$ cat src/emx_pkg.sv
// Constants and types shared by the multiplier slice, the fabric model and the bench.
// Assumes every user writes emx_pkg::name; nothing is imported.
package emx_pkg;

    // ------------------------------------------------------------
    // Datapath widths
    // ------------------------------------------------------------
    localparam int WIDE_W = 18;
    localparam int NARROW_W = 9;
    localparam int PROD_W = 36;
    localparam int HALF_PROD_W = 18;

    // ------------------------------------------------------------
    // Register port
    // ------------------------------------------------------------
    localparam int ADDR_W = 8;
    localparam int DATA_W = 32;
    localparam int HI_W = PROD_W - DATA_W;
    localparam logic [ADDR_W-1:0] CFG_OFS = 8'h00;
    localparam logic [ADDR_W-1:0] RESLO_OFS = 8'h04;
    localparam logic [ADDR_W-1:0] RESHI_OFS = 8'h08;

    // ------------------------------------------------------------
    // Configuration fields
    // ------------------------------------------------------------
    localparam int CFG_W = 7;
    localparam int CFG_MODE_BIT = 0;
    localparam int CFG_REGA_BIT = 1;
    localparam int CFG_REGB_BIT = 2;
    localparam int CFG_REGSA_BIT = 3;
    localparam int CFG_REGSB_BIT = 4;
    localparam int CFG_REGOUT_BIT = 5;
    localparam int CFG_SIGNEN_BIT = 6;
    localparam logic [CFG_W-1:0] CFG_RST = 7'h00;
    localparam logic [DATA_W-1:0] RDATA_RST = 32'h0000_0000;

    // ------------------------------------------------------------
    // Types
    // ------------------------------------------------------------
    typedef enum logic {
        EMX_MODE_WIDE,
        EMX_MODE_DUAL
    } emx_mode_t;

    typedef struct packed {
        logic [CFG_W-1:0] cfg;
        logic [DATA_W-1:0] rdata;
    } emx_state_t;

    localparam emx_state_t STATE_RST = '{cfg: CFG_RST, rdata: RDATA_RST};

endpackage

$ cat src/emx_pipe_sec.sv
// One bypassable register section of the slice.
// Assumes the shared clock, enable and clear of the slice drive it.
`timescale 1ns/1ps
module emx_pipe_sec #(
    parameter int W = 9
) (
    // Common controls
    input wire logic ref_clk,
    input wire logic reset_n,
    input wire logic clkEn,
    // Section
    input wire logic useReg,
    input wire logic [W-1:0] d,
    output logic [W-1:0] q
);

    typedef struct packed {
        logic [W-1:0] data;
    } emx_sec_t;

    emx_sec_t st_ff;
    emx_sec_t nxt_st;

    always_comb begin
        nxt_st = st_ff;
        if (clkEn) begin
            nxt_st.data = d;
        end
    end

    always_ff @(posedge ref_clk or negedge reset_n) begin
        if (!reset_n) begin
            st_ff <= '0;
        end else begin
            st_ff <= nxt_st;
        end
    end

    // Bypass is pure wiring, so a bypassed section adds no latency
    assign q = useReg ? st_ff.data : d;

endmodule // emx_pipe_sec

$ cat src/emx_mul.sv
// Full-precision multiplier core with per-operand sign selection.
// Assumes operands arrive already registered or bypassed.
`timescale 1ns/1ps
module emx_mul #(
    parameter int W = 9
) (
    // Operands
    input wire logic [W-1:0] a,
    input wire logic [W-1:0] b,
    input wire logic aSigned,
    input wire logic bSigned,
    // Product
    output logic [2*W-1:0] p
);

    logic signed [W:0] aExt;
    logic signed [W:0] bExt;
    logic signed [2*W+1:0] full;

    // One extra bit carries the sign, so unsigned and signed share one array
    assign aExt = {aSigned & a[W-1], a};
    assign bExt = {bSigned & b[W-1], b};
    assign full = aExt * bExt;
    // Any mix of signs fits in 2W bits, so the cut loses nothing
    assign p = full[2*W-1:0];

endmodule // emx_mul

$ cat src/emx_mult_slice.sv
// Embedded hard multiplier slice: one 18x18 or two 9x9 products.
// Assumes fabric logic on ref_clk drives operands, signs and the register port.
//
// Contract
// RULE1: One 18x18 or two 9x9 multipliers.
// RULE2: Operands enter in 9- or 18-bit sections.
// RULE3: Register or bypass chosen per operand.
// RULE4: One clock, enable, clear for all registers.
// RULE5: Sign select high means signed operand.
// RULE6: Product signed if any operand signed.
// RULE7: Exactly one sign select per operand.
// RULE8: Sign selects may change at run time.
// RULE9: Optional dedicated register per sign select.
// RULE10: Full precision, no truncation or saturation.
// RULE11: Optional output registers in 18/36-bit sections.
// RULE12: One or two products every cycle.
// RULE13: Smaller widths placed in mode sections.
// RULE14: Unused sign selects mean unsigned multiply.
// RULE15: Dual mode shares one sign per operand.
// RULE16: Wide mode 10-18 bits, dual up to 9.
// RULE17: Load on enable, async clear zeros all.
// RULE18: Dual products fill independent 18-bit sections.
//
// Added by the designer: the register offsets and the strobed register port.
`timescale 1ns/1ps
module emx_mult_slice (
    // Clock, enable and common clear
    input wire logic ref_clk,
    input wire logic reset_n,
    input wire logic clkEn,
    // Register port
    input wire logic [emx_pkg::ADDR_W-1:0] regAddr,
    input wire logic [emx_pkg::DATA_W-1:0] regWdata,
    input wire logic regWr,
    input wire logic regRd,
    output logic [emx_pkg::DATA_W-1:0] regRdata,
    // Operands and sign selects from fabric
    input wire logic [emx_pkg::WIDE_W-1:0] dataA,
    input wire logic [emx_pkg::WIDE_W-1:0] dataB,
    input wire logic signA,
    input wire logic signB,
    // Product
    output logic [emx_pkg::PROD_W-1:0] result,
    output logic resultSigned
);

    // ------------------------------------------------------------
    // State
    // ------------------------------------------------------------
    emx_pkg::emx_state_t st_ff;
    emx_pkg::emx_state_t nxt_state;

    // ------------------------------------------------------------
    // Configuration decode
    // ------------------------------------------------------------
    emx_pkg::emx_mode_t modeSel;
    logic modeDual;
    logic regA;
    logic regB;
    logic regSa;
    logic regSb;
    logic regOut;
    logic signEn;

    assign modeDual = st_ff.cfg[emx_pkg::CFG_MODE_BIT];
    assign regA = st_ff.cfg[emx_pkg::CFG_REGA_BIT];
    assign regB = st_ff.cfg[emx_pkg::CFG_REGB_BIT];
    assign regSa = st_ff.cfg[emx_pkg::CFG_REGSA_BIT];
    assign regSb = st_ff.cfg[emx_pkg::CFG_REGSB_BIT];
    assign regOut = st_ff.cfg[emx_pkg::CFG_REGOUT_BIT];
    assign signEn = st_ff.cfg[emx_pkg::CFG_SIGNEN_BIT];
    assign modeSel = modeDual ? emx_pkg::EMX_MODE_DUAL : emx_pkg::EMX_MODE_WIDE; // see RULE1

    // ------------------------------------------------------------
    // Sign selects
    // ------------------------------------------------------------
    logic saIn;
    logic sbIn;
    logic saQ;
    logic sbQ;

    // Signs are ignored until software enables them, so reset is unsigned
    assign saIn = signEn & signA; // see RULE14
    assign sbIn = signEn & signB; // see RULE7

    // Live sign pins feed the core every cycle, no reconfiguration needed
    emx_pipe_sec #(.W(1)) u_signA ( // see RULE9
        .ref_clk(ref_clk),
        .reset_n(reset_n),
        .clkEn(clkEn),
        .useReg(regSa),
        .d(saIn),
        .q(saQ)
    ); // see RULE8
    emx_pipe_sec #(.W(1)) u_signB ( // see RULE9
        .ref_clk(ref_clk),
        .reset_n(reset_n),
        .clkEn(clkEn),
        .useReg(regSb),
        .d(sbIn),
        .q(sbQ)
    );

    // ------------------------------------------------------------
    // Operand input sections
    // ------------------------------------------------------------
    logic [emx_pkg::NARROW_W-1:0] aLoQ;
    logic [emx_pkg::NARROW_W-1:0] aHiQ;
    logic [emx_pkg::NARROW_W-1:0] bLoQ;
    logic [emx_pkg::NARROW_W-1:0] bHiQ;

    // Both halves of one operand share its register choice
    emx_pipe_sec #(.W(emx_pkg::NARROW_W)) u_aLo ( // see RULE2
        .ref_clk(ref_clk),
        .reset_n(reset_n),
        .clkEn(clkEn),
        .useReg(regA),
        .d(dataA[emx_pkg::NARROW_W-1:0]),
        .q(aLoQ)
    ); // see RULE3
    emx_pipe_sec #(.W(emx_pkg::NARROW_W)) u_aHi (
        .ref_clk(ref_clk),
        .reset_n(reset_n),
        .clkEn(clkEn),
        .useReg(regA),
        .d(dataA[emx_pkg::WIDE_W-1:emx_pkg::NARROW_W]),
        .q(aHiQ)
    );
    emx_pipe_sec #(.W(emx_pkg::NARROW_W)) u_bLo (
        .ref_clk(ref_clk),
        .reset_n(reset_n),
        .clkEn(clkEn),
        .useReg(regB),
        .d(dataB[emx_pkg::NARROW_W-1:0]),
        .q(bLoQ)
    ); // see RULE3
    emx_pipe_sec #(.W(emx_pkg::NARROW_W)) u_bHi (
        .ref_clk(ref_clk),
        .reset_n(reset_n),
        .clkEn(clkEn),
        .useReg(regB),
        .d(dataB[emx_pkg::WIDE_W-1:emx_pkg::NARROW_W]),
        .q(bHiQ)
    );

    // ------------------------------------------------------------
    // Multiplier stage
    // ------------------------------------------------------------
    logic [emx_pkg::PROD_W-1:0] pWide;
    logic [emx_pkg::HALF_PROD_W-1:0] pLo;
    logic [emx_pkg::HALF_PROD_W-1:0] pHi;
    logic [emx_pkg::PROD_W-1:0] prodMux;
    logic prodSigned;

    emx_mul #(.W(emx_pkg::WIDE_W)) u_mulWide ( // see RULE10
        .a({aHiQ, aLoQ}),
        .b({bHiQ, bLoQ}),
        .aSigned(saQ),
        .bSigned(sbQ),
        .p(pWide)
    ); // see RULE5
    // One sign per operand drives both narrow cores
    emx_mul #(.W(emx_pkg::NARROW_W)) u_mulLo (
        .a(aLoQ),
        .b(bLoQ),
        .aSigned(saQ),
        .bSigned(sbQ),
        .p(pLo)
    ); // see RULE15
    emx_mul #(.W(emx_pkg::NARROW_W)) u_mulHi (
        .a(aHiQ),
        .b(bHiQ),
        .aSigned(saQ),
        .bSigned(sbQ),
        .p(pHi)
    ); // see RULE18

    // Narrow widths go in the low section bits; wide mode covers 10 to 18
    always_comb begin // see RULE13
        case (modeSel)
            emx_pkg::EMX_MODE_DUAL: prodMux = {pHi, pLo}; // see RULE12
            default: prodMux = pWide; // see RULE16
        endcase
    end

    assign prodSigned = saQ | sbQ; // see RULE6

    // ------------------------------------------------------------
    // Output sections
    // ------------------------------------------------------------
    emx_pipe_sec #(.W(emx_pkg::HALF_PROD_W)) u_outLo ( // see RULE11
        .ref_clk(ref_clk),
        .reset_n(reset_n),
        .clkEn(clkEn),
        .useReg(regOut),
        .d(prodMux[emx_pkg::HALF_PROD_W-1:0]),
        .q(result[emx_pkg::HALF_PROD_W-1:0])
    );
    emx_pipe_sec #(.W(emx_pkg::HALF_PROD_W)) u_outHi (
        .ref_clk(ref_clk),
        .reset_n(reset_n),
        .clkEn(clkEn),
        .useReg(regOut),
        .d(prodMux[emx_pkg::PROD_W-1:emx_pkg::HALF_PROD_W]),
        .q(result[emx_pkg::PROD_W-1:emx_pkg::HALF_PROD_W])
    );
    emx_pipe_sec #(.W(1)) u_outSgn (
        .ref_clk(ref_clk),
        .reset_n(reset_n),
        .clkEn(clkEn),
        .useReg(regOut),
        .d(prodSigned),
        .q(resultSigned)
    );

    // ------------------------------------------------------------
    // Register port
    // ------------------------------------------------------------
    always_comb begin
        nxt_state = st_ff;
        if (clkEn) begin // see RULE17
            nxt_state.rdata = emx_pkg::RDATA_RST;
            if (regWr && regAddr == emx_pkg::CFG_OFS) begin
                nxt_state.cfg = regWdata[emx_pkg::CFG_W-1:0];
            end
            if (regRd) begin
                case (regAddr)
                    emx_pkg::CFG_OFS: begin
                        nxt_state.rdata = {{(emx_pkg::DATA_W - emx_pkg::CFG_W){1'b0}},
                                           st_ff.cfg};
                    end
                    emx_pkg::RESLO_OFS: nxt_state.rdata = result[emx_pkg::DATA_W-1:0];
                    emx_pkg::RESHI_OFS: begin
                        nxt_state.rdata = {{(emx_pkg::DATA_W - emx_pkg::HI_W - 1){1'b0}},
                                           resultSigned,
                                           result[emx_pkg::PROD_W-1:emx_pkg::DATA_W]};
                    end
                    default: nxt_state.rdata = emx_pkg::RDATA_RST;
                endcase
            end
        end
    end

    // Same clock and clear as every section register
    always_ff @(posedge ref_clk or negedge reset_n) begin // see RULE4
        if (!reset_n) begin
            st_ff <= emx_pkg::STATE_RST;
        end else begin
            st_ff <= nxt_state;
        end
    end

    assign regRdata = st_ff.rdata;

    // ------------------------------------------------------------
    // Reference products for checking
    // ------------------------------------------------------------
    logic signed [emx_pkg::WIDE_W:0] refA18;
    logic signed [emx_pkg::WIDE_W:0] refB18;
    logic signed [2*emx_pkg::WIDE_W+1:0] refP18;
    logic [emx_pkg::PROD_W-1:0] refWide;
    logic signed [emx_pkg::NARROW_W:0] refALo;
    logic signed [emx_pkg::NARROW_W:0] refBLo;
    logic signed [emx_pkg::NARROW_W:0] refAHi;
    logic signed [emx_pkg::NARROW_W:0] refBHi;
    logic signed [2*emx_pkg::NARROW_W+1:0] refPLo;
    logic signed [2*emx_pkg::NARROW_W+1:0] refPHi;
    logic allBypass;
    logic allReg;
    logic [emx_pkg::CFG_W-1:0] cfgWrVal;

    assign refA18 = {saIn & dataA[emx_pkg::WIDE_W-1], dataA};
    assign refB18 = {sbIn & dataB[emx_pkg::WIDE_W-1], dataB};
    assign refP18 = refA18 * refB18;
    assign refWide = refP18[emx_pkg::PROD_W-1:0];
    assign refALo = {saIn & dataA[emx_pkg::NARROW_W-1], dataA[emx_pkg::NARROW_W-1:0]};
    assign refBLo = {sbIn & dataB[emx_pkg::NARROW_W-1], dataB[emx_pkg::NARROW_W-1:0]};
    assign refAHi = {saIn & dataA[emx_pkg::WIDE_W-1], dataA[emx_pkg::WIDE_W-1:emx_pkg::NARROW_W]};
    assign refBHi = {sbIn & dataB[emx_pkg::WIDE_W-1], dataB[emx_pkg::WIDE_W-1:emx_pkg::NARROW_W]};
    assign refPLo = refALo * refBLo;
    assign refPHi = refAHi * refBHi;
    assign allBypass = !regA && !regB && !regSa && !regSb && !regOut;
    assign allReg = regA && regB && regSa && regSb && regOut;
    assign cfgWrVal = regWdata[emx_pkg::CFG_W-1:0];

    // ------------------------------------------------------------
    // Assertions
    // ------------------------------------------------------------
    property p_wide_comb;
        @(posedge ref_clk) disable iff (!reset_n)
        (allBypass && !modeDual) |-> (result == refWide);
    endproperty
    a_wide_comb: assert property (p_wide_comb) // see RULE10
        else $error("wide product differs from full-precision reference");
    property p_dual_lo;
        @(posedge ref_clk) disable iff (!reset_n)
        (allBypass && modeDual) |->
            (result[emx_pkg::HALF_PROD_W-1:0] == refPLo[emx_pkg::HALF_PROD_W-1:0]);
    endproperty
    a_dual_lo: assert property (p_dual_lo) // see RULE18
        else $error("low narrow product wrong");
    property p_dual_hi;
        @(posedge ref_clk) disable iff (!reset_n)
        (allBypass && modeDual) |->
            (result[emx_pkg::PROD_W-1:emx_pkg::HALF_PROD_W]
             == refPHi[emx_pkg::HALF_PROD_W-1:0]);
    endproperty
    a_dual_hi: assert property (p_dual_hi) // see RULE15
        else $error("high narrow product wrong");
    property p_sign_flag;
        @(posedge ref_clk) disable iff (!reset_n)
        allBypass |-> (resultSigned == (saIn || sbIn));
    endproperty
    a_sign_flag: assert property (p_sign_flag) // see RULE6
        else $error("result sign flag wrong");
    property p_unsigned_def;
        @(posedge ref_clk) disable iff (!reset_n)
        (!signEn && !regSa && !regSb && !regOut) |-> !resultSigned;
    endproperty
    a_unsigned_def: assert property (p_unsigned_def) // see RULE14
        else $error("sign used while sign selects disabled");
    property p_sign_dyn;
        @(posedge ref_clk) disable iff (!reset_n)
        (allBypass && signEn && $changed(signA)) |-> (resultSigned == (signA || sbIn));
    endproperty
    a_sign_dyn: assert property (p_sign_dyn) // see RULE8
        else $error("sign change not applied at once");
    property p_in_reg;
        @(posedge ref_clk) disable iff (!reset_n)
        (clkEn && regA && regB && regSa && regSb && !regOut && !modeDual
         && !regWr) |=> (result == $past(refWide));
    endproperty
    a_in_reg: assert property (p_in_reg) // see RULE3
        else $error("registered inputs not one cycle late");
    property p_two_stage;
        @(posedge ref_clk) disable iff (!reset_n)
        (clkEn && allReg && !modeDual && !regWr) ##1 (clkEn && !regWr)
            |=> (result == $past(refWide, 2));
    endproperty
    a_two_stage: assert property (p_two_stage) // see RULE11
        else $error("fully registered product not two cycles late");
    property p_freeze;
        @(posedge ref_clk) disable iff (!reset_n)
        (!clkEn && allReg) |=> ($stable(result) && $stable(regRdata));
    endproperty
    a_freeze: assert property (p_freeze) // see RULE17
        else $error("state moved while clock enable low");
    property p_cfg_wr;
        @(posedge ref_clk) disable iff (!reset_n)
        (clkEn && regWr && regAddr == emx_pkg::CFG_OFS) |=> (st_ff.cfg == $past(cfgWrVal));
    endproperty
    a_cfg_wr: assert property (p_cfg_wr) // see RULE4
        else $error("configuration write lost");
    property p_rd_slot;
        @(posedge ref_clk) disable iff (!reset_n)
        (clkEn && !regRd) |=> (regRdata == emx_pkg::RDATA_RST);
    endproperty
    a_rd_slot: assert property (p_rd_slot) // see RULE17
        else $error("read data outside its slot");
    property p_clear;
        @(posedge ref_clk) disable iff (!reset_n)
        $rose(reset_n) |-> (regRdata == emx_pkg::RDATA_RST && st_ff.cfg == emx_pkg::CFG_RST);
    endproperty
    a_clear: assert property (p_clear) // see RULE17
        else $error("clear did not zero registers");

endmodule // emx_mult_slice

$ cat config.mk
export PLATFORM = sky130hd
export DESIGN_NAME = emx_mult_slice
export DESIGN_NICKNAME = d
export VERILOG_FILES = /design/src/emx_pkg.sv /design/src/emx_pipe_sec.sv /design/src/emx_mul.sv /design/src/emx_mult_slice.sv
export SDC_FILE = /design/constraint.sdc
export NUM_CORES = 2
export LEC_CHECK = 0
export BUFFER_PORTS_ARGS = -buffer_cell sky130_fd_sc_hd__buf_2
export CAP_MARGIN = 20
export CORE_UTILIZATION = 49
export CTS_BUF_LIST = sky130_fd_sc_hd__clkbuf_16
export CTS_CLUSTER_DIAMETER = 120
export CTS_CLUSTER_SIZE = 14
export DETAILED_ROUTE_END_ITERATION = 10
export PLACE_DENSITY = 0.66
export SYNTH_ARGS = -nofsm -noshare
export SYNTH_HDL_FRONTEND = slang
export SYNTH_SLANG_ARGS = --single-unit
$ cat constraint.sdc
create_clock -name ref_clk -period 12.75 [get_ports ref_clk]
set_input_delay 1.9125 -clock ref_clk [delete_from_list [all_inputs] [get_ports ref_clk]]
set_output_delay 1.9125 -clock ref_clk [all_outputs]
set_load 0.02 [all_outputs]
Word-level counts from Yosys, hierarchy flattened
Index checks and enable logic that the tools add are counted.
{"block": "word_totals", "register_bits": 114, "word_cells": 39, "out_inout_bits": 69}
{"block": "op_classes", "n_eq_ne": 2, "reduce_logical": 3, "bitwise": 7, "mux": 13, "multipliers": 3}
{"op": "$pmux W32 S3", "n": 1}
{"op": "$mul A10 B10 Y18", "n": 2}
{"op": "$mul A19 B19 Y36", "n": 1}
{"op": "$mux W18", "n": 2}
{"op": "$mux W36", "n": 1}
{"op": "$mux W9", "n": 4}
{"op": "$mux W32", "n": 1}
{"op": "$eq A8 B3 Y1 const B", "n": 1}
{"op": "$eq A8 B4 Y1 const B", "n": 1}
{"op": "$logic_not A8 Y1", "n": 1}
{"op": "$and A1 B1 Y1", "n": 6}
{"op": "$mux W1", "n": 4}
{"op": "$reduce_and A2 Y1", "n": 1}
{"op": "$logic_and A1 B1 Y1", "n": 1}
{"op": "$or A1 B1 Y1", "n": 1}

Longest topological paths before layout
{"block": "logic_depth", "ltp_word": 8, "ltp_mapped": 31, "depth_no_buf": 29}

Cells and area by module
Synthesis repeated with hierarchy kept, for this count alone.
{"block": "unflattened", "cells_unflattened": 2720, "hier_area_um2": 27104.7}
{"mod": "emx_mul at u_mulWide", "instances": 1, "seq_area_each_um2": 0.0, "cells_per_inst": 1462, "area_each_um2": 13246.5}
{"mod": "emx_mul at u_mulHi", "instances": 1, "seq_area_each_um2": 0.0, "cells_per_inst": 433, "area_each_um2": 3786.1}
{"mod": "emx_mul at u_mulLo", "instances": 1, "seq_area_each_um2": 0.0, "cells_per_inst": 431, "area_each_um2": 3786.1}
{"mod": "emx_mult_slice", "instances": 1, "seq_area_each_um2": 975.9, "cells_per_inst": 153, "area_each_um2": 2073.2}
{"mod": "emx_pipe_sec at u_aHi ...", "instances": 4, "seq_area_each_um2": 225.2, "cells_per_inst": 29, "area_each_um2": 518.0}
{"mod": "emx_pipe_sec at u_outHi ...", "instances": 2, "seq_area_each_um2": 450.4, "cells_per_inst": 58, "area_each_um2": 993.5}
{"mod": "emx_pipe_sec at u_outSgn ...", "instances": 3, "seq_area_each_um2": 25.0, "cells_per_inst": 3, "area_each_um2": 51.3}

Worst setup path after synthesis
Ideal clock, no wire load.
{"block": "synth_path", "path_kind": "input port to output port", "startpoint": "input dataB[4] (netlist name)", "endpoint": "output result[33] (netlist name)", "required_ps": 10837, "slack_ps": 2406, "path_stages": 25, "arrival_time_ps": 8432, "path_cell_list": "mux2_2 -> clkbuf_1 -> nand2_1 -> fa_1 -> inv_1 -> fa_1 -> inv_1 -> fa_1 -> inv_1 -> fa_1 -> fa_1 -> fa_1 -> inv_1 -> fa_1 -> inv_1 -> ha_1 -> a211oi_1 -> nand2_1 -> a2111oi_2 -> a21oi_1 -> a21oi_2 -> o21ai_2 -> a2111o_1 -> o2111ai_2 -> mux2_2"}
{"block": "synth_via", "elab_chain_len": 4}
{"item": "start, declared", "line": "emx_mult_slice.sv:39", "source": "input wire logic [emx_pkg::WIDE_W-1:0] dataB,"}
{"item": "$mux W9", "line": "emx_pipe_sec.sv:40", "source": "assign q = useReg ? st_ff.data : d;"}
{"item": "$mul A19 B19 Y36", "line": "emx_mul.sv:23", "source": "assign full = aExt * bExt;"}
{"item": "$mux W36", "line": "emx_mult_slice.sv:180", "source": "case (modeSel)"}
{"item": "$mux W18", "line": "emx_pipe_sec.sv:40"}
{"item": "end, declared", "line": "emx_mult_slice.sv:43", "source": "output logic [emx_pkg::PROD_W-1:0] result,"}
Every way passes these cells.

Final worst setup path
{"block": "layout_path", "startpoint": "input dataA[9] (netlist name)", "endpoint": "output result[35] (netlist name)"}
{"block": "layout_via", "elab_chain_len": 4, "elab_cells_between_ends": 5, "cone_classes": "mul (2); mux (3)"}
{"item": "start, declared", "line": "emx_mult_slice.sv:38", "source": "input wire logic [emx_pkg::WIDE_W-1:0] dataA,"}
{"item": "$mux W9 (*)", "line": "emx_pipe_sec.sv:40"}
{"item": "$mul A19 B19 Y36 / $mul A10 B10 Y18 (equally long branches)", "line": "emx_mul.sv:23"}
{"item": "$mux W36 (*)", "line": "emx_mult_slice.sv:180"}
{"item": "$mux W18 (*)", "line": "emx_pipe_sec.sv:40"}
Mark *: on every way between the ends. The rest lies on a longest branch, timed or not.

==> flow_metrics.env <==
export IMPL_syn_inst=2431
export IMPL_core_region_area_um2=45770
export IMPL_root_buffer="clkbuf_16"
export IMPL_synthArstFlopShare=1.000
export IMPL_clk_path_buf_depth=2
export IMPL_critPathKind="in2out"
export IMPL_hp_start="u_outLo.st_ff[0]"
export IMPL_synth_top_family_by_area="adder cells"
export IMPL_startpoint="dataA[9]"
export IMPL_area_growth_pct=8.828
export IMPL_ys_seq_area_frac=0.1244
export IMPL_yosysTopAreaCellShare=0.3928
export IMPL_avgSynthCellArea_um2=9.434
export IMPL_synth_xor_area_frac=0.03132
export IMPL_drt_iter0_drc=1243
export IMPL_ys_top_cells_by_area="fa_1 (39%), dfrtp_1 (12%), ha_1 (10%)"
export IMPL_die_w_um=218.3
export IMPL_vias_per_cell=5.492
export IMPL_portBuffers=126
export IMPL_cts_made_buffers=17
export IMPL_clkTransAtPathRegs_ns=0.06
export IMPL_fmax_mhz=86.96
export IMPL_synth_ff_type="dfrtp_1"
export IMPL_grt_pass1_wl_mm=104.7
export IMPL_rr_startpoint="regB"
export IMPL_synth_enable_flop_cells=0
export IMPL_clk_latency_ns=0.46
export IMPL_dp_hpwl_mm=54.32
export IMPL_routed_wl_mm=65.68
export IMPL_synthSimpleGateAreaFrac=0.09766
export IMPL_yosysTopAreaCell="fa_1"
export IMPL_num_rows=78
export IMPL_cp_end_kind="output port"
export IMPL_slew_viol_final=0
export IMPL_clock_skew_final_ns=0.01641
export IMPL_worstMarginPinSlew_ns=1.165
export IMPL_htreeDepth=4
export IMPL_nets=3257
export IMPL_synth_nets=3148
export IMPL_ys_types=63
export IMPL_start_util=0.5010
export IMPL_synth_mux_area_frac=0.08091
export IMPL_synth_compound_area_share=0.07005
export IMPL_path_max_fanout=6
export IMPL_synth_area_um2=22930
export IMPL_fp_dieH_um=218.3
export IMPL_postCtsSetupBuffers=0
export IMPL_antenna_found_initial=1
export IMPL_hold_buffers=0
export IMPL_crit_arrival_ns=9.59
export IMPL_synth_seq_cells=114
export IMPL_grt_max_degree=79
export IMPL_grt_pass1_vias=19010
export IMPL_maxCapViolCount=0
export IMPL_rrSetupSlack_ns=3.99
export IMPL_cts_tree="done"
export IMPL_tns_ns=0
export IMPL_drc=0
export IMPL_vias=17320
export IMPL_drtPass1Iterations=6
export IMPL_gp_congestion=0.9838
export IMPL_finalSetupViolations=0
export IMPL_synthAdderAreaFrac=0.4932
export IMPL_required_ns=10.84
export IMPL_wire_per_inst_um=20.82
export IMPL_gr_total_overflow=0
export IMPL_fillers=4107
export IMPL_cts_sinks=114
export IMPL_cp_start_kind="input port"
export IMPL_io_pins=152
export IMPL_grtUsageTotal=0.2928
export IMPL_slew_headroom=0.2014
export IMPL_fin_crit_ns=11.50
export IMPL_hold_viol_final=0
export IMPL_status="complete, no violations"
export IMPL_ys_warnings_count=0
export IMPL_antenna_left=0
export IMPL_drive_gt1_frac=0.1324
export IMPL_min_period_over_period=0.9019
export IMPL_cts_resized=0
export IMPL_hold_class="reg2reg"
export IMPL_rsz0062_at_grt="false"
export IMPL_die_area_um2=47670
[cell usage after synthesis (6+ instances only)]
cell / number
mux2_2: 120
nand2b_1: 6
inv_1: 547
ha_1: 184
xor2_1: 21
fa_1: 450
a22o_1: 19
clkbuf_1: 54
dfrtp_1: 114
o211ai_1: 7
mux2i_1: 44
a211oi_1: 6
o31ai_1: 6
o21ai_1: 26
nand3_1: 11
nand2_1: 260
a31oi_1: 13
a21o_1: 25
buf_1: 16
o21bai_1: 7
nor2_1: 266
xnor2_1: 61
o21ai_0: 23
a21oi_1: 66
nand4_1: 7
[layout make-up]
class,count,area (um^2),area share
diodes,1,2.502,0.0001003
clock buffers,17,425.4,0.01705
clock inverters,15,182.7,0.007319
inverters,550,2064,0.08272
multi-input cells,1693,17730,0.7106
flip-flops and latches,114,2856,0.1145
well taps,600,750.7,0.03008
repair buffers,164,940.9,0.03770
[cell usage in the layout, fill, tap and decap left out, types with 4 or more instances in the layout]
master,netlist,routed
a211oi_1,6,6
a21o_1,25,25
a21oi_1,66,66
a22o_1,19,19
a31oi_1,13,13
buf_2,3,124
buf_4,1,39
clkbuf_16,0,17
clkinv_4,0,4
dfrtp_1,114,111
fa_1,450,450
ha_1,184,184
inv_1,547,547
mux2_2,120,120
mux2i_1,44,43
mux2i_2,3,4
nand2_1,260,260
nand2b_1,6,6
nand3_1,11,11
nand4_1,7,7
nor2_1,266,266
o211ai_1,7,7
o21a_1,4,4
o21ai_0,23,23
o21ai_1,26,26
o21bai_1,7,7
o31ai_1,6,6
o32ai_1,4,4
xnor2_1,61,61
xor2_1,21,21
[routing by layer]
metal	routed length [um]	GRT usage
met3	4509	0.04690
met4	3335	0.1455
met2	32540	0.4936
met1	25300	0.3639
met5	0	0
[path summary, 6_finish.rpt]
check / endpoint / cells past startpoint
hold reg to reg: u_outLo.st_ff[0] / 1
hold / removal: u_outLo.st_ff[0] / 1
min in group asynchronous: u_outLo.st_ff[4] / 1
setup reg to reg: u_outHi.st_ff[17] / 25
setup / recovery: result[35] / 26
max in group asynchronous: regRdata[2] / 3
[flip-flops by register name, summed over array words and instances, names as in the netlist]
register / count
modeDual: 1
regA: 1
regB: 1
regOut: 1
regRdata: 32
regSa: 1
regSb: 1
signEn: 1
u_aHi.st_ff: 9
u_aLo.st_ff: 9
u_bHi.st_ff: 9
u_bLo.st_ff: 9
u_outHi.st_ff: 18
u_outLo.st_ff: 18
u_outSgn.st_ff: 1
u_signA.st_ff: 1
u_signB.st_ff: 1
[cells by family after synthesis]
kind of cell               Yosys count
AOI/OAI and AO/OA                  239
xor gates and xnor gates            82
adders and majority gates          634
buffers and inverters              624
DFF                                114
muxes                              168
and+or+nand+nor                    570
[critical path, stage by stage]
cell and delay, ns:
buf_2 0.12, mux2i_1 0.55, nor2_1 0.22, fa_1 0.51, fa_1 0.50, inv_1 0.05, fa_1 0.50, inv_1 0.05
fa_1 0.57, fa_1 0.44, fa_1 0.50, inv_1 0.05, fa_1 0.63, inv_1 0.07, ha_1 0.37, a211oi_1 0.28
nand2_1 0.14, a2111oi_2 0.42, a21oi_1 0.27, a21oi_1 0.25, o21ai_1 0.09, a21oi_1 0.17, xnor2_1 0.08, mux2i_1 0.39
mux2_2 0.25, buf_2 0.17
[metrics by stage]
stage,utilization,cell area (um^2),worst slack [ns],std cells,hold WS (ns)
after global routing,0.5453,24960,0.8514,3154,0.5097
after detailed placement,0.5313,24320,1.428,3120,0.4734
after floorplan,-,22930,2.406,2431,0.4456
after global placement,0.5312,24310,1.447,3119,0.4607
final,0.5453,24960,1.251,3154,0.4934
after CTS,0.5446,24930,1.376,3152,0.4876
Power is not shown: default switching activity piles up to over one toggle a cycle in this logic, so the estimate is an artifact.
